===== src/pkg/memclk_pkg.sv =====
// constants for the memory clock counter, alarms and recovery modules
package memclk_pkg;

    // ****************************************
    // register byte offsets
    // ****************************************
    localparam logic [11:0] STATUS_ADDR  = 12'h702;
    localparam logic [11:0] IE_ADDR      = 12'h704;
    localparam logic [11:0] CNT_HI_ADDR  = 12'h708;
    localparam logic [11:0] CNT_LO_ADDR  = 12'h70A;
    localparam logic [11:0] ALARM0_ADDR  = 12'h70C;
    localparam logic [11:0] ALARM1_ADDR  = 12'h70E;
    localparam logic [11:0] CTRL_A_ADDR  = 12'h710;
    localparam logic [11:0] WHOLE_A_ADDR = 12'h712;
    localparam logic [11:0] FRAC_A_ADDR  = 12'h714;
    localparam logic [11:0] CTRL_B_ADDR  = 12'h718;
    localparam logic [11:0] WHOLE_B_ADDR = 12'h71A;
    localparam logic [11:0] FRAC_B_ADDR  = 12'h71C;

    // ****************************************
    // control register fields
    // ****************************************
    localparam int DECIM_W   = 10;
    localparam int CLR_BIT   = 10;
    localparam int SRC_LSB   = 11;
    localparam int LOAD_BIT  = 13;
    localparam int CTRL_W    = 13;
    localparam logic [12:0] CTRL_RST    = 13'h0001;
    localparam logic [15:0] WHOLE_A_RST = 16'h0002;
    localparam logic [15:0] WHOLE_B_RST = 16'h0000;
    localparam logic [15:0] FRAC_RST    = 16'h0000;
    localparam logic [15:0] WHOLE_MIN   = 16'h0002;

    // ****************************************
    // status and enable bits
    // ****************************************
    localparam int ALARM0_BIT = 0;
    localparam int ALARM1_BIT = 1;
    localparam int LOST_A_BIT = 6;
    localparam int LOST_B_BIT = 7;
    localparam logic [15:0] STATUS_MASK = 16'h00C3;

    // event source codes
    typedef enum logic [1:0] {
        SRC_PULSE = 2'h0,
        SRC_ANY   = 2'h1,
        SRC_RISE  = 2'h2,
        SRC_FALL  = 2'h3
    } src_e;

endpackage : memclk_pkg


===== src/frac_divider.sv =====
// fractional divider of the memory clock, one tick per period
`timescale 1ns/1ps
`default_nettype none
module frac_divider (
    // clock and reset
    input  wire logic        sys_clk,
    input  wire logic        sys_rst,
    // control
    input  wire logic        clear_n,
    input  wire logic        load,
    input  wire logic [15:0] whole_in,
    input  wire logic [15:0] frac_in,
    // recovered timing
    output logic             tick
);
    parameter logic [15:0] WHOLE_RST = memclk_pkg::WHOLE_A_RST;

    typedef struct packed {
        logic [15:0] whole;
        logic [15:0] frac;
        logic [15:0] cnt;
        logic [15:0] acc;
        logic        carry;
        logic        tick;
    } div_s;

    div_s st_q;
    div_s st_d;
    logic [15:0] w_eff;
    logic [16:0] sum;

    // period is whole plus fraction carried in by the accumulator
    always_comb begin
        st_d = st_q;
        st_d.tick = 1'b0;
        w_eff = (st_q.whole < memclk_pkg::WHOLE_MIN) ?
                memclk_pkg::WHOLE_MIN : st_q.whole;
        sum = {1'b0, st_q.acc} + {1'b0, st_q.frac};
        if (load) begin
            st_d.whole = whole_in;
            st_d.frac  = frac_in;
        end
        if (!clear_n) begin
            st_d.cnt   = 16'h0000;
            st_d.acc   = 16'h0000;
            st_d.carry = 1'b0;
        end else if ({1'b0, st_q.cnt} + 17'h0_0001 >=
                     {1'b0, w_eff} + {16'h0000, st_q.carry}) begin
            st_d.cnt   = 16'h0000;
            st_d.acc   = sum[15:0];
            st_d.carry = sum[16];
            st_d.tick  = 1'b1;
        end else begin
            st_d.cnt = st_q.cnt + 16'h0001;
        end
    end

    // state register
    always_ff @(posedge sys_clk) begin
        if (sys_rst) begin
            st_q <= '{WHOLE_RST, memclk_pkg::FRAC_RST, 16'h0000,
                      16'h0000, 1'b0, 1'b0};
        end else begin
            st_q <= st_d;
        end
    end

    assign tick = st_q.tick;
endmodule : frac_divider
`default_nettype wire


===== src/recovery_point.sv =====
// event source select, decimation and point capture for one module
`timescale 1ns/1ps
`default_nettype none
module recovery_point (
    // clock and reset
    input  wire logic        sys_clk,
    input  wire logic        sys_rst,
    // event inputs
    input  wire logic        recov_pulse,
    input  wire logic        gpio,
    // control
    input  wire logic [1:0]  source,
    input  wire logic [9:0]  decim,
    input  wire logic [31:0] cnt,
    // point output
    input  wire logic        point_ready,
    output logic             point_valid,
    output logic [31:0]      point_time,
    output logic             point_lost
);
    typedef struct packed {
        logic        gpio;
        logic [9:0]  dcnt;
        logic        valid;
        logic [31:0] ptime;
        logic        lost;
    } pt_s;

    pt_s  st_q;
    pt_s  st_d;
    logic evt;

    // pick event, keep one of every decim, capture counter
    always_comb begin
        st_d = st_q;
        st_d.gpio = gpio;
        st_d.lost = 1'b0;
        unique case (memclk_pkg::src_e'(source))
            memclk_pkg::SRC_PULSE: evt = recov_pulse;
            memclk_pkg::SRC_ANY:   evt = gpio ^ st_q.gpio;
            memclk_pkg::SRC_RISE:  evt = gpio & ~st_q.gpio;
            memclk_pkg::SRC_FALL:  evt = ~gpio & st_q.gpio;
        endcase
        if (st_q.valid && point_ready) begin
            st_d.valid = 1'b0;
        end
        if (evt) begin
            if (st_q.dcnt == decim - 10'h001) begin
                st_d.dcnt = 10'h000;
                if (st_q.valid && !point_ready) begin
                    st_d.lost = 1'b1;
                end else begin
                    st_d.valid = 1'b1;
                    st_d.ptime = cnt;
                end
            end else begin
                st_d.dcnt = st_q.dcnt + 10'h001;
            end
        end
    end

    // state register
    always_ff @(posedge sys_clk) begin
        if (sys_rst) begin
            st_q <= '0;
        end else begin
            st_q <= st_d;
        end
    end

    assign point_valid = st_q.valid;
    assign point_time  = st_q.ptime;
    assign point_lost  = st_q.lost;
endmodule : recovery_point
`default_nettype wire


===== src/memclk_counter_alarm_recovery.sv =====
// free counter, two alarms, two clock recovery modules, register port
//
// Functional notes
// counter advances every clock, low half readable
// alarm zero flag on first upper-half match
// alarm one flag on first upper-half match
// ten-bit decimation, one to 1024 events
// clear bit low holds divider in reset
// two-bit source: pulse, any, rise, fall
// load strobe adopts new divisor, self clears
// sixteen-bit whole divisor, two to FFFFh
// sixteen-bit fractional divisor, full range
// control top three bits read zero
// control resets to one, whole a two
// upper counter half readable below low
// enabled set flag raises interrupt
// point-lost flag, write one clears
// divide by whole plus fraction over 65536
// point captures counter at kept event
//
// Local design decision: the strobed register port.
`timescale 1ns/1ps
`default_nettype none
module memclk_counter_alarm_recovery (
    // clock and reset
    input  wire logic        sys_clk,
    input  wire logic        sys_rst,
    // register port
    input  wire logic [11:0] addr,
    input  wire logic [15:0] wdata,
    input  wire logic        wr_en,
    input  wire logic        rd_en,
    output logic      [15:0] rdata,
    // interrupt
    output logic             irq,
    // recovery event inputs, index 0 is module a
    input  wire logic [1:0]  recov_pulse,
    input  wire logic [1:0]  gpio,
    // recovered timing ticks
    output logic      [1:0]  recov_tick,
    // point outputs
    input  wire logic [1:0]  point_ready,
    output logic      [1:0]  point_valid,
    output logic      [31:0] point_time_a,
    output logic      [31:0] point_time_b
);
    localparam int CW = memclk_pkg::CTRL_W;

    typedef struct packed {
        logic [31:0]         cnt;
        logic [15:0]         alarm0;
        logic [15:0]         alarm1;
        logic [1:0]          eq;
        logic [1:0][CW-1:0]  ctrl;
        logic [1:0]          load;
        logic [1:0][15:0]    whole;
        logic [1:0][15:0]    frac;
        logic [15:0]         status;
        logic [15:0]         ie;
        logic [15:0]         rdata;
    } top_s;

    top_s        st_q;
    top_s        st_d;
    logic [1:0]  lost;
    logic [1:0]  match;
    logic [15:0] set_v;
    logic [15:0] clr_v;
    logic [31:0] ptime [2];

    // read view of a control register, reserved and strobe bits zero
    function automatic logic [15:0] ctrl_view(input logic [CW-1:0] c);
        ctrl_view = {3'b000, c};
    endfunction : ctrl_view

    // ****************************************
    // recovery modules
    // ****************************************
    for (genvar i = 0; i < 2; i++) begin : g_rec
        recovery_point u_point (
            .sys_clk     (sys_clk),
            .sys_rst     (sys_rst),
            .recov_pulse (recov_pulse[i]),
            .gpio        (gpio[i]),
            .source      (st_q.ctrl[i][memclk_pkg::SRC_LSB+:2]),
            .decim       (st_q.ctrl[i][memclk_pkg::DECIM_W-1:0]),
            .cnt         (st_q.cnt),
            .point_ready (point_ready[i]),
            .point_valid (point_valid[i]),
            .point_time  (ptime[i]),
            .point_lost  (lost[i])
        );
        frac_divider #(
            .WHOLE_RST ((i == 0) ? memclk_pkg::WHOLE_A_RST
                                 : memclk_pkg::WHOLE_B_RST)
        ) u_div (
            .sys_clk  (sys_clk),
            .sys_rst  (sys_rst),
            .clear_n  (st_q.ctrl[i][memclk_pkg::CLR_BIT]),
            .load     (st_q.load[i]),
            .whole_in (st_q.whole[i]),
            .frac_in  (st_q.frac[i]),
            .tick     (recov_tick[i])
        );
    end

    assign point_time_a = ptime[0];
    assign point_time_b = ptime[1];

    // ****************************************
    // next state
    // ****************************************
    always_comb begin
        st_d = st_q;
        st_d.cnt  = st_q.cnt + 32'h0000_0001;
        st_d.load = 2'b00;
        match[0] = (st_q.alarm0 == st_q.cnt[31:16]);
        match[1] = (st_q.alarm1 == st_q.cnt[31:16]);
        st_d.eq = match;
        // first cycle of a match only
        set_v = 16'h0000;
        set_v[memclk_pkg::ALARM0_BIT] = match[0] & ~st_q.eq[0];
        set_v[memclk_pkg::ALARM1_BIT] = match[1] & ~st_q.eq[1];
        set_v[memclk_pkg::LOST_A_BIT] = lost[0];
        set_v[memclk_pkg::LOST_B_BIT] = lost[1];
        clr_v = 16'h0000;
        // register writes
        if (wr_en) begin
            unique case (addr)
                memclk_pkg::STATUS_ADDR:  clr_v = wdata;
                memclk_pkg::IE_ADDR:
                    st_d.ie = wdata & memclk_pkg::STATUS_MASK;
                memclk_pkg::ALARM0_ADDR:  st_d.alarm0 = wdata;
                memclk_pkg::ALARM1_ADDR:  st_d.alarm1 = wdata;
                memclk_pkg::CTRL_A_ADDR: begin
                    st_d.ctrl[0] = wdata[CW-1:0];
                    st_d.load[0] = wdata[memclk_pkg::LOAD_BIT];
                end
                memclk_pkg::CTRL_B_ADDR: begin
                    st_d.ctrl[1] = wdata[CW-1:0];
                    st_d.load[1] = wdata[memclk_pkg::LOAD_BIT];
                end
                memclk_pkg::WHOLE_A_ADDR: st_d.whole[0] = wdata;
                memclk_pkg::FRAC_A_ADDR:  st_d.frac[0]  = wdata;
                memclk_pkg::WHOLE_B_ADDR: st_d.whole[1] = wdata;
                memclk_pkg::FRAC_B_ADDR:  st_d.frac[1]  = wdata;
                default: ;
            endcase
        end
        // register reads, data valid in the next cycle
        st_d.rdata = 16'h0000;
        if (rd_en) begin
            unique case (addr)
                memclk_pkg::STATUS_ADDR: begin
                    st_d.rdata = st_q.status;
                    clr_v      = 16'hFFFF;
                end
                memclk_pkg::IE_ADDR:      st_d.rdata = st_q.ie;
                memclk_pkg::CNT_HI_ADDR:
                    st_d.rdata = st_q.cnt[31:16];
                memclk_pkg::CNT_LO_ADDR:
                    st_d.rdata = st_q.cnt[15:0];
                memclk_pkg::ALARM0_ADDR:  st_d.rdata = st_q.alarm0;
                memclk_pkg::ALARM1_ADDR:  st_d.rdata = st_q.alarm1;
                memclk_pkg::CTRL_A_ADDR:
                    st_d.rdata = ctrl_view(st_q.ctrl[0]);
                memclk_pkg::CTRL_B_ADDR:
                    st_d.rdata = ctrl_view(st_q.ctrl[1]);
                memclk_pkg::WHOLE_A_ADDR: st_d.rdata = st_q.whole[0];
                memclk_pkg::FRAC_A_ADDR:  st_d.rdata = st_q.frac[0];
                memclk_pkg::WHOLE_B_ADDR: st_d.rdata = st_q.whole[1];
                memclk_pkg::FRAC_B_ADDR:  st_d.rdata = st_q.frac[1];
                default:                  st_d.rdata = 16'h0000;
            endcase
        end
        // a new event wins over a clear in the same cycle
        st_d.status = ((st_q.status & ~clr_v) | set_v)
                      & memclk_pkg::STATUS_MASK;
    end

    // ****************************************
    // state register
    // ****************************************
    always_ff @(posedge sys_clk) begin
        if (sys_rst) begin
            st_q          <= '0;
            st_q.ctrl[0]  <= memclk_pkg::CTRL_RST;
            st_q.ctrl[1]  <= memclk_pkg::CTRL_RST;
            st_q.whole[0] <= memclk_pkg::WHOLE_A_RST;
            st_q.whole[1] <= memclk_pkg::WHOLE_B_RST;
            st_q.frac[0]  <= memclk_pkg::FRAC_RST;
            st_q.frac[1]  <= memclk_pkg::FRAC_RST;
        end else begin
            st_q <= st_d;
        end
    end

    // outputs
    assign rdata = st_q.rdata;
    assign irq   = |(st_q.status & st_q.ie);
endmodule : memclk_counter_alarm_recovery
`default_nettype wire


===== config.mk =====
export PLATFORM = sky130hd
export DESIGN_NAME = memclk_counter_alarm_recovery
export DESIGN_NICKNAME = d
export VERILOG_FILES = /design/src/pkg/memclk_pkg.sv /design/src/frac_divider.sv /design/src/recovery_point.sv /design/src/memclk_counter_alarm_recovery.sv
export SDC_FILE = /design/constraint.sdc
export NUM_CORES = 1
export LEC_CHECK = 0
export ABC_CLOCK_PERIOD_IN_PS = 5050
export BUFFER_PORTS_ARGS = -buffer_cell sky130_fd_sc_hd__clkbuf_2
export CORE_MARGIN = 1
export CORE_UTILIZATION = 60
export DETAILED_ROUTE_END_ITERATION = 6
export PLACE_DENSITY = 0.88
export REMOVE_ABC_BUFFERS = 1
export SYNTH_ARGS = -nofsm -noshare
export SYNTH_HDL_FRONTEND = slang
export SYNTH_SLANG_ARGS = --single-unit

===== constraint.sdc =====
create_clock -name sys_clk -period 5.05 [get_ports sys_clk]
set_input_delay 0.7575 -clock sys_clk [delete_from_list [all_inputs] [get_ports sys_clk]]
set_output_delay 0.7575 -clock sys_clk [all_outputs]
set_load 0.005 [all_outputs]

---- Yosys cells after proc, flatten, opt, wreduce, memory -nomap -nowiden ----
Cells that the tools add are included.
storage, ports and cells
  output and inout port bits .............. 85
  word-level logic and storage cells ...... 158
  register bits after elaboration ......... 404
cells by class
  reductions and logical operators ........ 29
  eq/ne operators ......................... 22
  add/sub/neg operators ................... 13
  bitwise operators ....................... 30
  magnitude comparators ................... 4
  multiplexer cells ....................... 23
operators with widths
  kind                                                                      number
  16-bit one-hot mux with 12 select lines                                   1
  12-bit by 11-bit equality test with 1-bit output (second input constant)  12
  34-bit two-way mux                                                        4
  33-bit two-way mux                                                        2
  16-bit by 1-bit adder with 17-bit output                                  2
  16-bit by 1-bit adder with 17-bit output (second input constant)          2
  16-bit by 16-bit adder with 17-bit output                                 2
  17-bit >= comparator                                                      2
  16-bit by 1-bit adder with 16-bit output (second input constant)          2
  32-bit by 1-bit adder with 32-bit output (second input constant)          1
  16-bit equality test                                                      2
  16-bit by 2-bit < comparator with 1-bit output (second input constant)    2
  16-bit two-way mux                                                        2
  8-bit two-way mux                                                         4
  10-bit by 1-bit adder with 10-bit output (second input constant)          2
  10-bit equality test                                                      2
  10-bit two-way mux                                                        2
  10-bit by 1-bit subtractor with 10-bit output (second input constant)     2
  1-bit NOT                                                                 18
  2-bit AND reduction                                                       9
  3-bit OR reduction                                                        6
  8-bit AND                                                                 2
  16-bit OR reduction                                                       1
  2-bit equality test (second input constant)                               4
  12 further kinds                                                          33

---- Logic depth before layout (Yosys ltp) ----
Gate-level depths: netlist of run 1.
  word-level depth ........................ 8
  mapped depth ............................ 18

---- By module ----
Synthesis of run 1 repeated with hierarchy kept, for this count alone.
unflattened totals
  cells, all modules ...................... 2484
  area, all modules ....................... 21822.2 um^2
by module, submodules not included
  module                          area each (um^2)  seq. area each (um^2)  instances  cells each
  memclk_counter_alarm_recovery   8918.6            3643.5                 1          1081
  recovery_point                  2640.0            900.9                  2          287
  frac_divider at g_rec[0].u_div  3826.2            1321.3                 1          413
  frac_divider at g_rec[1].u_div  3797.4            1321.3                 1          416

---- Worst setup path after synthesis of run 1 ----
OpenSTA, ideal clock, no wires.
  kind .................................... reg2reg
  start point ............................. register g_rec[1].u_div.st_q[54] (netlist name)
  end point ............................... register g_rec[1].u_div.st_q[1] (netlist name)
  path slack .............................. 1.699 ns
  path buffers ............................ 1
  period minus slack after synthesis ...... 3.351 ns
  stages on the path, launching flop included .. 18
  data required time ...................... 4.913 ns
  arrival ................................. 3.214 ns
  library setup time ...................... 0.137 ns
  cells stage by stage .................... dfxtp_1 nor4_1 nand4_1 and2_1 ha_1 ha_1 nand2_1 nor3_1 nand3_1 xor2_1 ha_1 a21o_1 a21o_1 a22oi_1 nand3_1 buf_1 o21ai_0 a31oi_1
on the way
  word-level cells in the longest chain between the ends .. 4
RTL lines
  what                                            line                text
  start, declared                                 frac_divider.sv:27  div_s st_q;
  start signal, assigned                          frac_divider.sv:61  st_q <= '{WHOLE_RST, memclk_pkg::FRAC_RST, 16'h0000,
  start signal, assigned                          frac_divider.sv:64  st_q <= st_d;
  16-bit by 2-bit < comparator with 1-bit output  frac_divider.sv:36  w_eff = (st_q.whole < memclk_pkg::WHOLE_MIN) ?
  16-bit two-way mux *                            frac_divider.sv:36
  16-bit by 1-bit adder with 17-bit output *      frac_divider.sv:48  {1'b0, w_eff} + {16'h0000, st_q.carry}) begin
  17-bit >= comparator *                          frac_divider.sv:47  end else if ({1'b0, st_q.cnt} + 17'h0_0001 >=
Every way passes the cells marked *; elsewhere a longest branch is shown, timed or not.
A chain may end at the register's enable or synchronous reset.

---- Worst setup path in the final report of run 1 ----
  start point ............................. register g_rec[1].u_div.st_q[54] (netlist name)
  end point ............................... register g_rec[1].u_div.st_q[24] (netlist name)
on the way
  word-level cells in the longest chain between the ends .. 5
RTL lines
  what                                            line
  16-bit by 2-bit < comparator with 1-bit output  frac_divider.sv:36
  16-bit two-way mux *                            frac_divider.sv:36
  16-bit by 1-bit adder with 17-bit output *      frac_divider.sv:48
  17-bit >= comparator *                          frac_divider.sv:47
  3-bit OR reduction (no source line) *           -
Marked as above.

==> flow_summary.json, run 1 <==
{
  "outcome": "finished with violations",
  "violations": "design-rule violations",
  "use_met3": 0.0860,
  "coreArea_um2": 33500,
  "crit_slowest_cell": "nand4_1",
  "synth-edff-count": 0,
  "hold_depth": 1,
  "skew_ns": 0.0104,
  "cellPowerDensity_nw_per_um2": 299,
  "synth_cell_type_count": 79,
  "setup_viol": 0,
  "drcViolationCount": 4,
  "worstMarginPinSlew_ns": 1.18,
  "worstPathRequired_ns": 5.52,
  "clk_pin_slew_ns": 0.07,
  "dieArea_um2": 34800,
  "path_cells": "nor4_1 > nand4_1 > nand2b_1 > ha_1 > nand2_1 > nor3_1 > nand3_1 > xor2_1 > ha_1 > a21o_1 > a21o_1 > a22oi_1 > nand4_1 > nor2b_1",
  "busiest_layer": "met2",
  "synth_top_area_share": 0.396,
  "drv_cap": 0,
  "synth_compound_area_frac": 0.102,
  "h-tree-depth": 2,
  "yosys-top-cells-count": "dfxtp_1 (404), nor2_1 (294), nand2_1 (244)",
  "async_reset_ff_frac": 0,
  "postSynthAreaPerCell_um2": 8.63,
  "rsz0062_at_grt": "no",
  "portBuffers": 122,
  "clk_latency_ns": 0.56,
  "ctsResizeCount": 0,
  "worstSetupPathType": "flop to flop",
  "yosysMostFrequentCell": "dfxtp_1",
  "start_kind": "flop",
  "cts_hold_buf": 0,
  "die_w_um": 187,
  "synth_mux_area_frac": 0.107,
  "clock-sinks": 404,
  "hold_class": "flop to flop",
  "end_kind": "flop",
  "wl_mm": 56.1,
  "grt_use_met2": 0.509,
  "ant_nets": 0,
  "slew_headroom": 0.212,
  "ys_seq_area_frac": 0.396,
  "path_depth": 14,
  "syn_area_um2": 20400,
  "cts_buffers": 40,
  "antenna_found_initial": 0,
  "finalCritPeriodShare": 0.808,
  "areaGrowthSynthToFinish_pct": 7.24,
  "fin_setup_tns_ns": 0,
  "clock-root-buffer": "clkbuf_16",
  "grt_max_degree": 114,
  "place.gp.congestion": 1.01,
  "yosys.area_share.adder": 0.0515,
  "start_util": 0.609,
  "clock.fmax_ghz": 0.245,
  "cp_slowest_stage_delay_ns": 0.57,
  "worstRegToRegCells": 14,
  "cts_tree": "done",
  "grt.total_usage": 0.318,
  "rows": 67,
  "synth-xor-area-share": 0.0746,
  "postCtsSetupBuffers": 0,
  "grt_pass1_wl_mm": 89.3,
  "drtIter0Drc": 2173,
  "n_antenna_cell": 0,
  "ys_seq_elements": 404,
  "synthFlopType": "dfxtp_1",
  "fin_ws_ns": 0.971,
  "pin_count": 123,
  "final_nets": 2437,
  "synth_area_leaders": "dfxtp_1 (40%), mux2i_1 (9.2%), nor2_1 (5.4%), ha_1 (5.0%), nand2_1 (4.5%)",
  "drt-pass1-iter-count": 7,
  "fin_crit_ns": 4.08,
  "crit_fanout": 16,
  "via_per_inst": 6.28,
  "clockBufferDepth": 3,
  "synth_top_family_by_area": "simple AND/OR/NAND/NOR gates",
  "syn_inst": 2367,
  "slew_violations": 0,
  "p_leak_nw": 8.84,
  "dp_slack_ns": 1.13,
  "grt_overflow": 0,
  "grt_pass1_vias": 17000,
  "cp.buffers_inverters": 0,
  "cp.arrival_ns": 4.55,
  "cpLargestDelayFamily": "simple AND/OR/NAND/NOR gates",
  "grt_util_met1": 0.397,
  "route.vias.total": 17500,
  "dieHeight_um": 187,
  "yosys.area.top_type": "dfxtp_1",
  "ys_warn_count": 0,
  "drive_above_1_share": 0.103,
  "avgRoutedWirePerCell_um": 20.1,
  "hold_viol": 0,
  "place_hpwl_mm": 39.5,
  "synth-simple-area-share": 0.202,
  "peakVddDrop_mv": 0.357
}
layout by cell type, fill, tap and decap left out, types with 8 or more instances in the layout:
master	Yosys	final
buf_4	87	17
nand4_1	32	32
a22oi_1	16	16
xor2_1	102	102
a31oi_1	17	17
mux4_2	8	8
a21oi_1	167	167
inv_1	38	38
nor3_1	31	30
dfxtp_1	404	402
and4_1	10	10
mux2_2	11	11
nor4_1	20	20
a21o_1	13	13
ha_1	81	81
a221oi_1	8	8
a211oi_1	11	11
o21ai_0	43	43
nor2_1	294	294
clkbuf_8	0	9
nand2_1	244	244
clkbuf_1	117	8
nor2b_1	39	39
a222oi_1	12	12
nand2b_1	16	16
and2_1	12	12
and3_1	23	23
xnor2_1	72	72
clkbuf_16	0	41
or3_1	17	17
nand3_1	120	119
mux2i_1	188	188
clkbuf_2	1	121
state kept, by name, summed over array words and instances, names as in the netlist:
| signal | flops |
|---|---|
| st_q | 166 |
| g_rec.u_div.st_q | 130 |
| rdata | 16 |
| g_rec.u_point.point_valid | 2 |
| g_rec.u_div.tick | 2 |
| g_rec.u_point.point_time | 64 |
| g_rec.u_point.point_lost | 2 |
| g_rec.u_point.st_q | 22 |
through the flow:
step | area, um^2 | hold slack [ns] | cells | utilization | total power, mW
after floorplan | 19200 | 0.397 | 2134 | - | 3.38
after global placement | 20600 | 0.408 | 2722 | 0.613 | 3.50
after detailed placement | 20600 | 0.420 | 2722 | 0.613 | 3.51
after CTS | 21900 | 0.434 | 2793 | 0.654 | 6.54
after global routing | 21900 | 0.457 | 2793 | 0.654 | 6.69
final | 21900 | 0.441 | 2793 | 0.654 | 6.54
worst paths after layout:
check | slack, ns | startpoint | endpoint
max | 0.97 | g_rec[1].u_div.st_q[54] | g_rec[1].u_div.st_q[24]
min | 0.44 | st_q[140] | st_q[32]
max reg2reg | 0.97 | g_rec[1].u_div.st_q[54] | g_rec[1].u_div.st_q[24]
min reg2reg | 0.44 | st_q[140] | st_q[32]
final cells by class:
type,instances,area [um^2]
Fill cell,2554,11600
Multi-Input combinational cell,1692,11000
Sequential cell,404,8090
Clock buffer,57,1170
Timing Repair Buffer,140,767
Tap cell,448,561
Clock inverter,14,181
Inverter,38,143
where the power goes:
part | total, mW | internal, mW | switching, mW
registers | 3.21 | 3.20 | 0.0147
clock network | 3.09 | 1.81 | 1.28
logic | 0.239 | 0.0703 | 0.168
cell families after synthesis:
logic type / after synthesis
compound gates: 339
flops: 404
mux: 207
buf+inv: 271
xor+xnor: 174
simple gates: 889
fa+ha+maj: 83
routing by layer:
layer	wire length [um]	up-vias
met3	6700	263
met5	62	-
met2	25400	992
li1	-	8028
met1	21200	8258
met4	2800	2
Note: power is estimated with default switching activity, not from simulation.
==> run 2, diff against run 1 <==
ABC_CLOCK_PERIOD_IN_PS = 3300   (was 5050)
CORE_UTILIZATION = 55   (was 60)
PLACE_DENSITY = 0.85   (was 0.88)
clock period = 3.3 ns   (was 5.05 ns; I/O delays follow)
==> run 2 against run 1 <==
The run ends with negative setup slack left. Highest routed layer unchanged. Critical endpoint is now g_rec[0].u_div.st_q[7]. Critical path type unchanged. Non-clock buffer count grew 70. Sequential cell count is the same. Combinational power grew 56%. Cell area grew 4.7%.
==> flow_summary.json, run 2 (same netlist as run 1, synthesis figures left out) <==
{
  "clockBufferDepth": 3,
  "switchingPower_mw": 2.26,
  "rows": 70,
  "hold_class": "input port to flop",
  "dieArea_um2": 37900,
  "drtIter0Drc": 2162,
  "slew_headroom": 0.329,
  "fin_ws_ns": -0.0382,
  "n_antenna_cell": 0,
  "avgRoutedWirePerCell_um": 20.3,
  "coreArea_um2": 36600,
  "antenna_found_initial": 1,
  "areaGrowthSynthToFinish_pct": 12.3,
  "place.gp.congestion": 0.980,
  "cellPowerDensity_nw_per_um2": 445,
  "p_seq_frac": 0.482,
  "clock-sinks": 404,
  "peakVddDrop_mv": 0.412,
  "start_util": 0.558,
  "start_kind": "flop",
  "layout_common_cells": "dfxtp_1 (397), nor2_1 (291), nand2_1 (241), mux2i_1 (185), a21oi_1 (166)",
  "top_register": "st_q",
  "p_leak_nw": 9.38,
  "pwr-share-clk": 0.481,
  "rsz0062_at_grt": "yes",
  "grt_pass1_vias": 17100,
  "drive_above_1_share": 0.152,
  "pin_count": 123,
  "clk_pin_slew_ns": 0.06,
  "dieHeight_um": 195,
  "portBuffers": 122,
  "p_sw_frac": 0.222,
  "drt-pass1-iter-count": 6,
  "wl_mm": 58.6,
  "worstSetupPathType": "flop to flop",
  "worstPathRequired_ns": 3.73,
  "clk_latency_ns": 0.55,
  "final_area_um2": 22900,
  "final.fill_count": 2828,
  "worstMarginPinSlew_ns": 1.01,
  "cts_tree": "done",
  "route.vias.total": 17900,
  "cts_buffers": 41,
  "final_nets": 2508,
  "skew_ns": 0.0236,
  "p_int_mw": 7.94,
  "violations": "negative setup slack",
  "drcViolationCount": 0,
  "grt_max_degree": 96,
  "setup_viol": 12,
  "grt_overflow": 0,
  "drv_cap": 0,
  "finalCritPeriodShare": 1.01,
  "largest_reg_flops": 166,
  "outcome": "finished with violations",
  "dpl_cell_area_um2": 21100,
  "grt_pass1_wl_mm": 91.2,
  "comb_power_share": 0.037,
  "grt.total_usage": 0.299,
  "slew_violations": 0,
  "holdWs_ns": 0.196,
  "hold_viol": 0,
  "final_common_cell": "dfxtp_1",
  "die_w_um": 195,
  "cts_hold_buf": 0,
  "clock-root-buffer": "clkbuf_16",
  "fin_crit_ns": 3.34,
  "crit_fanout": 11,
  "place_hpwl_mm": 41.0,
  "cp.arrival_ns": 3.77,
  "ant_nets": 0,
  "h-tree-depth": 2,
  "via_per_inst": 6.20,
  "end_kind": "flop",
  "clock.fmax_ghz": 0.300
}
==> run 2: cell count changes in the layout (fill, tap and decap cells not counted), sizes merged <==
cell and delta:
buf +70, clkinv +6, inv -1
==> run 2: final cells by class <==
cell class              instances  area, um^2  area share
clock inverters                19         210     0.00916
flip-flops and latches        404        8100       0.353
well taps                     468         586      0.0255
clock buffers                  57        1230      0.0536
repair buffers                210        1380      0.0600
inverters                      38         143     0.00622
multi-input cells            1692       11300       0.493
==> run 2: path summary, 6_finish.rpt <==
check                              start                   endpoint  slack, ns  cells past startpoint
max              g_rec[0].u_div.st_q[60]     g_rec[0].u_div.st_q[7]      -0.04                     18
min reg2reg  g_rec[1].u_point.point_lost                   st_q[39]       0.44                      2
min                              gpio[0]  g_rec[0].u_point.st_q[44]       0.20                      3
max reg2reg      g_rec[0].u_div.st_q[60]     g_rec[0].u_div.st_q[7]      -0.04                     18
==> run 2: per-stage QoR <==
| stage | total power [mW] | cells | util | worst slack, ns | TNS, ns |
|---|---|---|---|---|---|
| after floorplan | 5.17 | 2134 | - | -0.731 | -34.85 |
| after global placement | 5.37 | 2805 | 0.577 | -0.0745 | -1.77 |
| after detailed placement | 5.38 | 2805 | 0.577 | -0.343 | -10.66 |
| after CTS | 10.2 | 2883 | 0.620 | -0.0261 | -0.0414 |
| after global routing | 10.5 | 2888 | 0.627 | -0.190 | -6.04 |
| final | 10.2 | 2888 | 0.627 | -0.0382 | -0.162 |
==> run 2: worst max-delay path, cell delays in order (launching register included) <==
cell	delay (ns)
dfxtp_2	0.33
nor4_4	0.27
nand4_1	0.15
and2_4	0.20
ha_4	0.16
ha_4	0.17
nand2_4	0.06
nor2_4	0.04
nand2_2	0.08
xor2_1	0.17
ha_1	0.26
a21o_1	0.17
a21o_1	0.20
a221oi_2	0.29
o21ai_2	0.14
buf_6	0.15
buf_12	0.14
mux2i_1	0.17
nor2_1	0.07
==> run 2: layer usage <==
metal	wire, um	share of wire	up-vias	global-route usage
met4	2780	0.047	2	0.128
li1	-	-	8157	-
met1	22600	0.39	8443	0.386
met3	6470	0.11	264	0.0640
met5	7	0.00012	-	0
met2	26700	0.46	1040	0.482
==> run 2: what timing repair did <==
| item | CTS | global route |
|---|---|---|
| setup buffers | 2 | 4 |
| pin swaps | 18 | 36 |
| gates cloned | 0 | 1 |
| resized for setup | 25 | 53 |
| endpoints found under the setup margin | 66 | 67 |
==> run 2: power by group through the flow <==
stage	logic, mW	clock network [mW]	registers (mW)
after floorplan	0.149	0	5.02
after global placement	0.349	0	5.02
after detailed placement	0.355	0	5.02
after CTS	0.357	4.94	4.92
after global routing	0.387	5.15	4.91
final	0.372	4.91	4.92
